### src/rtl/acsm_pkg.sv
// Package for the audio clock source selector: register map, field layout,
// source indices and the code-to-source decoders.
// Assumes all users reference items as acsm_pkg::name.
package acsm_pkg;

  ////////////////////////////////////////////////////////////////////////////////
  // Register map
  localparam logic [7:0] PRIMARY_SEL_OFFSET   = 8'h32;
  localparam logic [7:0] SECONDARY_SEL_OFFSET = 8'h33;
  localparam logic [7:0] PRIMARY_SEL_RESET    = 8'h00;
  localparam logic [7:0] SECONDARY_SEL_RESET  = 8'h00;
  localparam logic [7:0] PRIMARY_SEL_MASK     = 8'hf8;
  localparam logic [7:0] SECONDARY_SEL_MASK   = 8'h70;
  localparam int         PRESCALER_SEL_LSB    = 6;
  localparam int         FIRST_DIV_SEL_LSB    = 3;
  localparam int         SECOND_DIV_SEL_LSB   = 4;

  ////////////////////////////////////////////////////////////////////////////////
  // Clock sources
  typedef enum logic [2:0] {
    SRC_FIRST_BITCLK,
    SRC_SECOND_BITCLK,
    SRC_CTRL_PIN,
    SRC_OSC,
    SRC_PLL,
    SRC_DSP
  } acsm_src_type;

  localparam int SRC_COUNT = 6;

  typedef struct packed {
    logic dspClk;
    logic pllOutClk;
    logic oscClk;
    logic controllerClockPin;
    logic secondBitClk;
    logic firstBitClk;
  } acsm_clocks_type;

  typedef struct packed {
    logic         valid;
    acsm_src_type idx;
  } acsm_pick_type;

  ////////////////////////////////////////////////////////////////////////////////
  // Decoders from register codes to source picks
  function automatic acsm_pick_type acsm_decode_prescaler(input logic [1:0] code);
    acsm_pick_type p;
    p.valid = 1'b1;
    case (code)
      2'h0:    p.idx = SRC_FIRST_BITCLK;
      2'h1:    p.idx = SRC_SECOND_BITCLK;
      2'h2:    p.idx = SRC_CTRL_PIN;
      default: p.idx = SRC_OSC;
    endcase
    return p;
  endfunction

  function automatic acsm_pick_type acsm_decode_divider(input logic [2:0] code, input logic second);
    acsm_pick_type p;
    p.valid = 1'b1;
    p.idx   = SRC_PLL;
    case (code)
      3'h0:    p.idx = SRC_PLL;
      3'h1:    p.idx = SRC_FIRST_BITCLK;
      3'h2:    p.idx = SRC_SECOND_BITCLK;
      3'h3:    p.idx = SRC_CTRL_PIN;
      3'h4:    p.idx = SRC_OSC;
      3'h5:    p.idx = SRC_DSP;
      default: p.valid = 1'b0;
    endcase
    // Each divider cannot take its own bit clock
    if ((code == 3'h1 && !second) || (code == 3'h2 && second))
    begin
      p.valid = 1'b0;
    end
    return p;
  endfunction

endpackage

### src/rtl/acsm_audio_clock_source_mux.sv
// Top of the audio clock source selector: two selection registers on the
// control port and three glitch-free clock selectors.
// Assumes clock sources arrive asynchronously and run well below core_clk/2.
`timescale 1ns/1ns

module acsm_audio_clock_source_mux (
  input  wire logic                      core_clk,
  input  wire logic                      sys_rst,
  input  wire logic                      clkEn,
  input  wire logic                      regWrEn,
  input  wire logic                      regRdEn,
  input  wire logic [7:0]                regAddr,
  input  wire logic [7:0]                regWrData,
  output logic      [7:0]                regRdData,
  input  wire acsm_pkg::acsm_clocks_type clockPins,
  output logic                           prescalerInputClock,
  output logic                           firstPortBitclkDividerClock,
  output logic                           secondPortBitclkDividerClock
);

  typedef struct packed {
    acsm_pkg::acsm_clocks_type syncA;
    acsm_pkg::acsm_clocks_type syncB;
    logic [7:0]                clockSourceSelectPrimary;
    logic [7:0]                clockSourceSelectSecondary;
    logic [7:0]                rdData;
  } acsm_top_state_type;

  acsm_top_state_type      st;
  acsm_top_state_type      next_st;
  acsm_pkg::acsm_pick_type preReq;
  acsm_pkg::acsm_pick_type firstReq;
  acsm_pkg::acsm_pick_type secondReq;

  ////////////////////////////////////////////////////////////////////////////////
  // Register port and pin synchronisers
  always_comb
  begin
    next_st       = st;
    next_st.syncA = clockPins;
    next_st.syncB = st.syncA;
    if (regWrEn && regAddr == acsm_pkg::PRIMARY_SEL_OFFSET)
    begin
      next_st.clockSourceSelectPrimary = regWrData & acsm_pkg::PRIMARY_SEL_MASK;
    end
    if (regWrEn && regAddr == acsm_pkg::SECONDARY_SEL_OFFSET)
    begin
      next_st.clockSourceSelectSecondary = regWrData & acsm_pkg::SECONDARY_SEL_MASK;
    end
    if (regRdEn)
    begin
      case (regAddr)
        acsm_pkg::PRIMARY_SEL_OFFSET:   next_st.rdData = st.clockSourceSelectPrimary;
        acsm_pkg::SECONDARY_SEL_OFFSET: next_st.rdData = st.clockSourceSelectSecondary;
        default:                        next_st.rdData = 8'h00;
      endcase
    end
  end

  always_ff @(posedge core_clk)
  begin
    if (sys_rst)
    begin
      st                            <= '0;
      st.clockSourceSelectPrimary   <= acsm_pkg::PRIMARY_SEL_RESET;
      st.clockSourceSelectSecondary <= acsm_pkg::SECONDARY_SEL_RESET;
    end
    else if (clkEn)
    begin
      st <= next_st;
    end
  end

  assign regRdData = st.rdData;

  ////////////////////////////////////////////////////////////////////////////////
  // Source decoding and selectors
  assign preReq    = acsm_pkg::acsm_decode_prescaler(
                       st.clockSourceSelectPrimary[acsm_pkg::PRESCALER_SEL_LSB +: 2]);
  assign firstReq  = acsm_pkg::acsm_decode_divider(
                       st.clockSourceSelectPrimary[acsm_pkg::FIRST_DIV_SEL_LSB +: 3], 1'b0);
  assign secondReq = acsm_pkg::acsm_decode_divider(
                       st.clockSourceSelectSecondary[acsm_pkg::SECOND_DIV_SEL_LSB +: 3], 1'b1);

  acsm_clock_select #(
    .RESET_IDX (acsm_pkg::SRC_FIRST_BITCLK)
  ) u_prescaler_sel (
    .core_clk  (core_clk),
    .sys_rst   (sys_rst),
    .clkEn     (clkEn),
    .srcLevels (st.syncB),
    .request   (preReq),
    .clkOut    (prescalerInputClock)
  );

  acsm_clock_select #(
    .RESET_IDX (acsm_pkg::SRC_PLL)
  ) u_first_div_sel (
    .core_clk  (core_clk),
    .sys_rst   (sys_rst),
    .clkEn     (clkEn),
    .srcLevels (st.syncB),
    .request   (firstReq),
    .clkOut    (firstPortBitclkDividerClock)
  );

  acsm_clock_select #(
    .RESET_IDX (acsm_pkg::SRC_PLL)
  ) u_second_div_sel (
    .core_clk  (core_clk),
    .sys_rst   (sys_rst),
    .clkEn     (clkEn),
    .srcLevels (st.syncB),
    .request   (secondReq),
    .clkOut    (secondPortBitclkDividerClock)
  );

  ////////////////////////////////////////////////////////////////////////////////
  // Checks
  property p_reset_values;
    @(posedge core_clk) sys_rst |=> st.clockSourceSelectPrimary == 8'h00 && st.clockSourceSelectSecondary == 8'h00;
  endproperty
  a_reset_values: assert property (p_reset_values) else $error("Select registers not cleared by reset");

  property p_primary_write;
    @(posedge core_clk) disable iff (sys_rst)
      (clkEn && regWrEn && regAddr == 8'h32) |=> st.clockSourceSelectPrimary == ($past(regWrData) & 8'hf8);
  endproperty
  a_primary_write: assert property (p_primary_write) else $error("First register write lost");

  property p_secondary_readback;
    @(posedge core_clk) disable iff (sys_rst)
      (clkEn && regRdEn && regAddr == 8'h33) |=> regRdData[7] == 1'b0 && regRdData[3:0] == 4'h0
        && regRdData == $past(st.clockSourceSelectSecondary);
  endproperty
  a_secondary_readback: assert property (p_secondary_readback) else $error("Second register readback wrong");

  property p_prescaler_ctrl_pin;
    @(posedge core_clk) disable iff (sys_rst)
      st.clockSourceSelectPrimary[7:6] == 2'h2 |-> preReq.idx == acsm_pkg::SRC_CTRL_PIN;
  endproperty
  a_prescaler_ctrl_pin: assert property (p_prescaler_ctrl_pin) else $error("Prescaler source mismatch");

  property p_first_reserved;
    @(posedge core_clk) disable iff (sys_rst)
      st.clockSourceSelectPrimary[5:3] == 3'h1 |-> !firstReq.valid;
  endproperty
  a_first_reserved: assert property (p_first_reserved) else $error("Reserved first code selected a source");

  property p_second_pll;
    @(posedge core_clk) disable iff (sys_rst)
      st.clockSourceSelectSecondary[6:4] == 3'h0 |-> secondReq.valid && secondReq.idx == acsm_pkg::SRC_PLL;
  endproperty
  a_second_pll: assert property (p_second_pll) else $error("Second divider not on PLL");

  property p_second_write;
    @(posedge core_clk) disable iff (sys_rst)
      (clkEn && regWrEn && regAddr == 8'h33) |=> st.clockSourceSelectSecondary == ($past(regWrData) & 8'h70);
  endproperty
  a_second_write: assert property (p_second_write) else $error("Second register write lost");

  property p_primary_readback;
    @(posedge core_clk) disable iff (sys_rst)
      (clkEn && regRdEn && regAddr == 8'h32) |=> regRdData[2:0] == 3'h0
        && regRdData == $past(st.clockSourceSelectPrimary);
  endproperty
  a_primary_readback: assert property (p_primary_readback) else $error("First register readback wrong");

  property p_unmapped_read;
    @(posedge core_clk) disable iff (sys_rst)
      (clkEn && regRdEn && regAddr != 8'h32 && regAddr != 8'h33) |=> regRdData == 8'h00;
  endproperty
  a_unmapped_read: assert property (p_unmapped_read) else $error("Unmapped read not zero");

  property p_frozen_hold;
    @(posedge core_clk) disable iff (sys_rst)
      !clkEn |=> $stable(st.clockSourceSelectPrimary) && $stable(st.clockSourceSelectSecondary)
        && $stable(regRdData);
  endproperty
  a_frozen_hold: assert property (p_frozen_hold) else $error("Registers changed while frozen");

  property p_outputs_reset;
    @(posedge core_clk) sys_rst |=> !prescalerInputClock && !firstPortBitclkDividerClock
      && !secondPortBitclkDividerClock;
  endproperty
  a_outputs_reset: assert property (p_outputs_reset) else $error("Clock outputs not low after reset");

  property p_pre_first;
    @(posedge core_clk) disable iff (sys_rst)
      st.clockSourceSelectPrimary[7:6] == 2'h0 |-> preReq.valid && preReq.idx == acsm_pkg::SRC_FIRST_BITCLK;
  endproperty
  a_pre_first: assert property (p_pre_first) else $error("Prescaler not on first bit clock");

  property p_first_osc;
    @(posedge core_clk) disable iff (sys_rst)
      st.clockSourceSelectPrimary[5:3] == 3'h4 |-> firstReq.valid && firstReq.idx == acsm_pkg::SRC_OSC;
  endproperty
  a_first_osc: assert property (p_first_osc) else $error("First divider not on oscillator");

  property p_first_second;
    @(posedge core_clk) disable iff (sys_rst)
      st.clockSourceSelectPrimary[5:3] == 3'h2 |-> firstReq.valid && firstReq.idx == acsm_pkg::SRC_SECOND_BITCLK;
  endproperty
  a_first_second: assert property (p_first_second) else $error("First divider not on second bit clock");

  property p_second_first;
    @(posedge core_clk) disable iff (sys_rst)
      st.clockSourceSelectSecondary[6:4] == 3'h1 |-> secondReq.valid
        && secondReq.idx == acsm_pkg::SRC_FIRST_BITCLK;
  endproperty
  a_second_first: assert property (p_second_first) else $error("Second divider not on first bit clock");

  property p_second_reserved;
    @(posedge core_clk) disable iff (sys_rst)
      st.clockSourceSelectSecondary[6:4] == 3'h2 |-> !secondReq.valid;
  endproperty
  a_second_reserved: assert property (p_second_reserved) else $error("Reserved second code selected a source");

endmodule

### src/rtl/acsm_clock_select.sv
// Glitch-free selector of one clock out of the synchronised source levels.
// Assumes source levels are already synchronised to core_clk.
`timescale 1ns/1ns
module acsm_clock_select #(
  parameter acsm_pkg::acsm_src_type RESET_IDX = acsm_pkg::SRC_PLL
) (
  input  wire logic                      core_clk,
  input  wire logic                      sys_rst,
  input  wire logic                      clkEn,
  input  wire logic [acsm_pkg::SRC_COUNT-1:0] srcLevels,
  input  wire acsm_pkg::acsm_pick_type   request,
  output logic                           clkOut
);

  typedef struct packed {
    acsm_pkg::acsm_pick_type cur;
    logic                    outLvl;
  } acsm_sel_state_type;

  acsm_sel_state_type st;
  acsm_sel_state_type next_st;
  logic               reqDiff;

  ////////////////////////////////////////////////////////////////////////////////
  // Switch only while the output is low and the new source is low or the request is invalid
  always_comb
  begin
    next_st = st;
    reqDiff = (request != st.cur);
    if (reqDiff && !st.outLvl)
    begin
      next_st.outLvl = 1'b0;
      if (!request.valid || !srcLevels[request.idx])
      begin
        next_st.cur = request;
      end
    end
    else
    begin
      next_st.outLvl = st.cur.valid & srcLevels[st.cur.idx];
    end
  end

  always_ff @(posedge core_clk)
  begin
    if (sys_rst)
    begin
      st.cur.valid <= 1'b1;
      st.cur.idx   <= RESET_IDX;
      st.outLvl    <= 1'b0;
    end
    else if (clkEn)
    begin
      st <= next_st;
    end
  end

  assign clkOut = st.outLvl;

  ////////////////////////////////////////////////////////////////////////////////
  // Checks
  property p_hold_while_high;
    @(posedge core_clk) disable iff (sys_rst)
      (clkEn && reqDiff && st.outLvl) |=> $stable(st.cur);
  endproperty
  a_hold_while_high: assert property (p_hold_while_high) else $error("Source switched while output high");

  property p_low_during_switch;
    @(posedge core_clk) disable iff (sys_rst)
      (clkEn && reqDiff && !st.outLvl) |=> !st.outLvl;
  endproperty
  a_low_during_switch: assert property (p_low_during_switch) else $error("Output rose during switch");

endmodule

### config.mk
export PLATFORM = sky130hd
export DESIGN_NAME = acsm_audio_clock_source_mux
export DESIGN_NICKNAME = d
export VERILOG_FILES = /design/src/rtl/acsm_pkg.sv /design/src/rtl/acsm_audio_clock_source_mux.sv /design/src/rtl/acsm_clock_select.sv
export SDC_FILE = /design/constraint.sdc
export NUM_CORES = 1
export LEC_CHECK = 0
export BUFFER_PORTS_ARGS = -buffer_cell sky130_fd_sc_hd__buf_2
export CAP_MARGIN = 20
export CORE_MARGIN = 2
export CORE_UTILIZATION = 56
export DETAILED_ROUTE_END_ITERATION = 6
export HOLD_SLACK_MARGIN = 0.03
export PLACE_DENSITY = 0.85
export SYNTH_ARGS = -nofsm -noshare
export SYNTH_HDL_FRONTEND = slang
export SYNTH_SLANG_ARGS = --single-unit
export TNS_END_PERCENT = 1
### constraint.sdc
create_clock -name core_clk -period 2.95 [get_ports core_clk]
set_input_delay 0.1475 -clock core_clk [delete_from_list [all_inputs] [get_ports core_clk]]
set_output_delay 0.1475 -clock core_clk [all_outputs]
set_load 0.01 [all_outputs]
==> summary.md <==
| Metric | Value |
|---|---|
| Status | finished clean |
| Root Buffer | clkbuf_8 |
| Worst setup EP type | flip-flop |
| Async set-reset flop share out of synthesis | 0 |
| CTS tree | built |
| Max rail drop VDD | approximately 0.35 mV |
| Cell with the most instances after synthesis | dfxtp_1 |
| Final nets | approximately 320 |
| WP data arrival | between 2 and 3 ns |
| Final Hold Viols | 0 |
| Max Freq | 0.3844 GHz |
| Number of synthesized register bits | 38 |
| Vias in the first global route | roughly 1800 |
| Worst Setup Path Type | flip-flop to flip-flop |
| DR top layer | met4 |
| Gpl congestion | about 0.85 |
| CP cell instances | ha_1 > nor2_1 > a311oi_2 > mux2_1 > a21oi_1 > o31ai_4 > mux2_1 |
| Hold Crit Class | input port to flip-flop |
| Number of H-tree levels | 2 |
| Slew Limit Fails | 0 |
| Via count | between 1500 and 2000 |
| RSZ-0062 raised after global routing | false |
| Worst hold stages | 3 |
| Remaining global-route overflow | 0 |
| Setup_tns | 0 ns |
| Drt wl/cell | approximately 15 um |
| Largest area contributor in the netlist | dfxtp_1 |
| Most used cell, CP | mux2_1 |
| Reg2Reg Depth | 7 |
| Ys flop type | dfxtp_1 |
| Setup violators final | 0 |
| CP peak stage delay | around 0.51 ns |
| Max_cap viols | 0 |
| Drt pass-1 iters | 6 |
| Yosys cell types | just over 60 |
| Worst endpoint required time | roughly 3.1 ns |
| Total power | between 1 and 1.5 mW |
| Max FO, Critical Path | 10 |
| Number of antenna violations at the first check in global routing | 0 |
| DR WL met3 | around 210 um |
| Cell types with the highest counts after synthesis | dfxtp_1, nor2_1, mux2i_1 |
| First-pass GRT wire length | 8217 um |
| Synth Cell Area | between 2000 and 2500 um2 |
| Number of flops mapped to enable cells by yosys | 0 |
| Initial DRC count | 70 |
| Post-layout minimum cycle time | 2.602 ns |
| Setup Skew | about 0.0040 ns |
| Synthesized area per cell | roughly 9 um2 |
| Die ar. | ~4700 um2 |
| Post-cts hold buffer count | 0 |
| Post-Layout Cell Count | roughly 340 |
| Metal-1 WL | between 2000 and 2500 um |
| Core Area | between 4000 and 5000 um2 |
| Worst reg2reg endpoint | u_second_div_sel.st[1] |
| Slew of the pin with the lowest slew margin | 0.6672 ns |
| Slew headroom | 0.5552 |
| DP HPWL | around 3600 um |
| # DRC | 0 |
| Number of diodes | 0 |
| Port Buf Inserts | 31 |
| Synthesized netlist cell count | around 270 |
| Share of cells above drive strength 1 | 0.2063 |
| Yosys warning total | 0 |
| Num CTS Buffers | 5 |
| Rows | 23 |
| Post-route ant nets | 0 |
| Period utilization | 0.8820 |
| R2r startpoint | st[14] |
| CP Launch Type | flip-flop |
| Routed wl met2 | around 2300 um |
| Worst Hold End | next_st[29] |
| Routed WL | slightly below 5000 um |
| Share of the synthesized area in the top cell type | 0.3234 |
| Largest net degree at the start of global routing | 37 |
| Cell count after placement | about 330 |
| Initial Utilization | 0.5839 |
| Via density | 5.842 |
| Lkg Pwr | approximately 1.0 nW |
| Sequential share of the synthesized area | 0.3234 |
| DIE HEIGHT | about 69 um |
| Clock Latency Late Sink | between 0.2 and 0.3 ns |
| R2R Setup Slk | ~0.35 ns |
| Post-CTS setup buffer count | 0 |
| Hold Crit Start | clockPins[5] |
| Area grow syn2layout | 7.979% |
| PostCTS Resize Cnt | 0 |
| PD cells | around 410 nW/um2 |
| Max Buffers Root-to-Sink | 2 |
| FILL cells | approximately 370 |
| Largest cells by area after synthesis | dfxtp_1, mux2i_1, nor2_1 |
| Die Wd | slightly below 70 um |
| Clk slew on worst S/H paths | 0.07 ns |
| Gr usage total | 0.2344 |
| Worst path slowest cell | a311oi_2 |
| CTS sink cnt | 38 |
| IO Count | 38 |
power by group:
group	switching [mW]	leakage, nW	total, mW	internal, mW
Clock	0.178	0.0438	0.337	0.158
Sequential	0.0265	0.309	0.558	0.532
Combinational	0.0752	0.697	0.153	0.0776
Total	0.280	1.05	1.05	0.768
sequential cells by signal, summed over array words and instances (netlist names):
| name | flops |
|---|---|
| u_prescaler_sel.st | 2 |
| u_prescaler_sel.clkOut | 1 |
| u_second_div_sel.clkOut | 1 |
| u_second_div_sel.st | 4 |
| regRdData | 5 |
| u_first_div_sel.clkOut | 1 |
| next_st | 6 |
| u_first_div_sel.st | 4 |
| st | 14 |
logic make-up (layout without fill, tap and decap cells):
group           count (synthesis)  after routing  synth area share
fa+ha+maj                       2              2           0.01064
flops                          38             38            0.3234
xor+xnor                        8              8           0.02979
other cells                     1              3          0.001594
simple gates                   92             92            0.2112
buf+inv                        34             52           0.07659
mux                            38             38            0.1745
compound gates                 53             53            0.1723
worst max-delay path, delay by kind of cell, from the launching register on:
family,cells,cell delay [ns]
flip-flops,1,0.41
AO/OA/AOI/OAI,3,0.92
AND/OR/NAND/NOR,1,0.07
multiplexers,2,0.71
adder cells (fa/ha/maj),1,0.39
cells in the final DEF (no fill, tap or decap), types with 2 or more instances in the layout:
master	instances
dfxtp_1	38
ha_1	2
a21oi_1	14
nor3_1	4
mux4_2	2
xnor2_1	6
clkbuf_8	5
mux2_2	2
mux2i_1	32
nand2_1	15
buf_4	3
nor4_1	2
and2_1	4
mux2_1	2
nor3b_2	2
nor2_1	36
nand4_1	2
o21ai_0	9
xor2_1	2
nor2b_1	7
nand3_1	5
o311a_1	3
o31ai_1	2
clkinv_2	2
o2bb2ai_1	2
a31oi_1	4
a2111oi_0	2
nand2b_1	3
conb_1	3
buf_2	31
inv_1	11
worst max-delay path by stage:
stage | startpoint | end | slack, ns | depth (start not counted)
floorplan | st[13] | u_second_div_sel.st[1] | 0.50 | 9
global placement | st[14] | u_second_div_sel.st[1] | 0.49 | 7
detailed placement | st[14] | u_second_div_sel.st[1] | 0.39 | 7
CTS | st[14] | u_second_div_sel.st[1] | 0.37 | 7
global route | st[14] | u_second_div_sel.st[1] | 0.26 | 7
finish | st[14] | u_second_div_sel.st[1] | 0.35 | 7
metal layers:
layer  GRT usage  vias up
met5           0        -
met4     0.07108        0
met3     0.07143        6
met2      0.3834       53
met1      0.2963      922
li1            -      982
metrics by stage:
step,area (um2),setup slack (ns),hold WS (ns),utilization
floorplan,2360,0.4960,0.2914,-
global route,2540,0.2615,0.08002,0.6304
global placement,2461,0.4946,0.3806,0.6109
CTS,2540,0.3683,0.08524,0.6304
finish,2540,0.3482,0.08843,0.6304
detailed placement,2461,0.3925,0.3903,0.6109
final cells by class:
cell class / instances / area, um2 / area share
multi-input cells: 196 / 1419 / 0.5586
flip-flops and latches: 38 / 760.7 / 0.2995
repair buffers: 34 / 177.7 / 0.06995
clock buffers: 5 / 68.82 / 0.02709
well taps: 50 / 62.56 / 0.02463
inverters: 11 / 41.29 / 0.01626
clock inverters: 2 / 10.01 / 0.003941
Note: power is estimated with default switching activity, not from simulation.
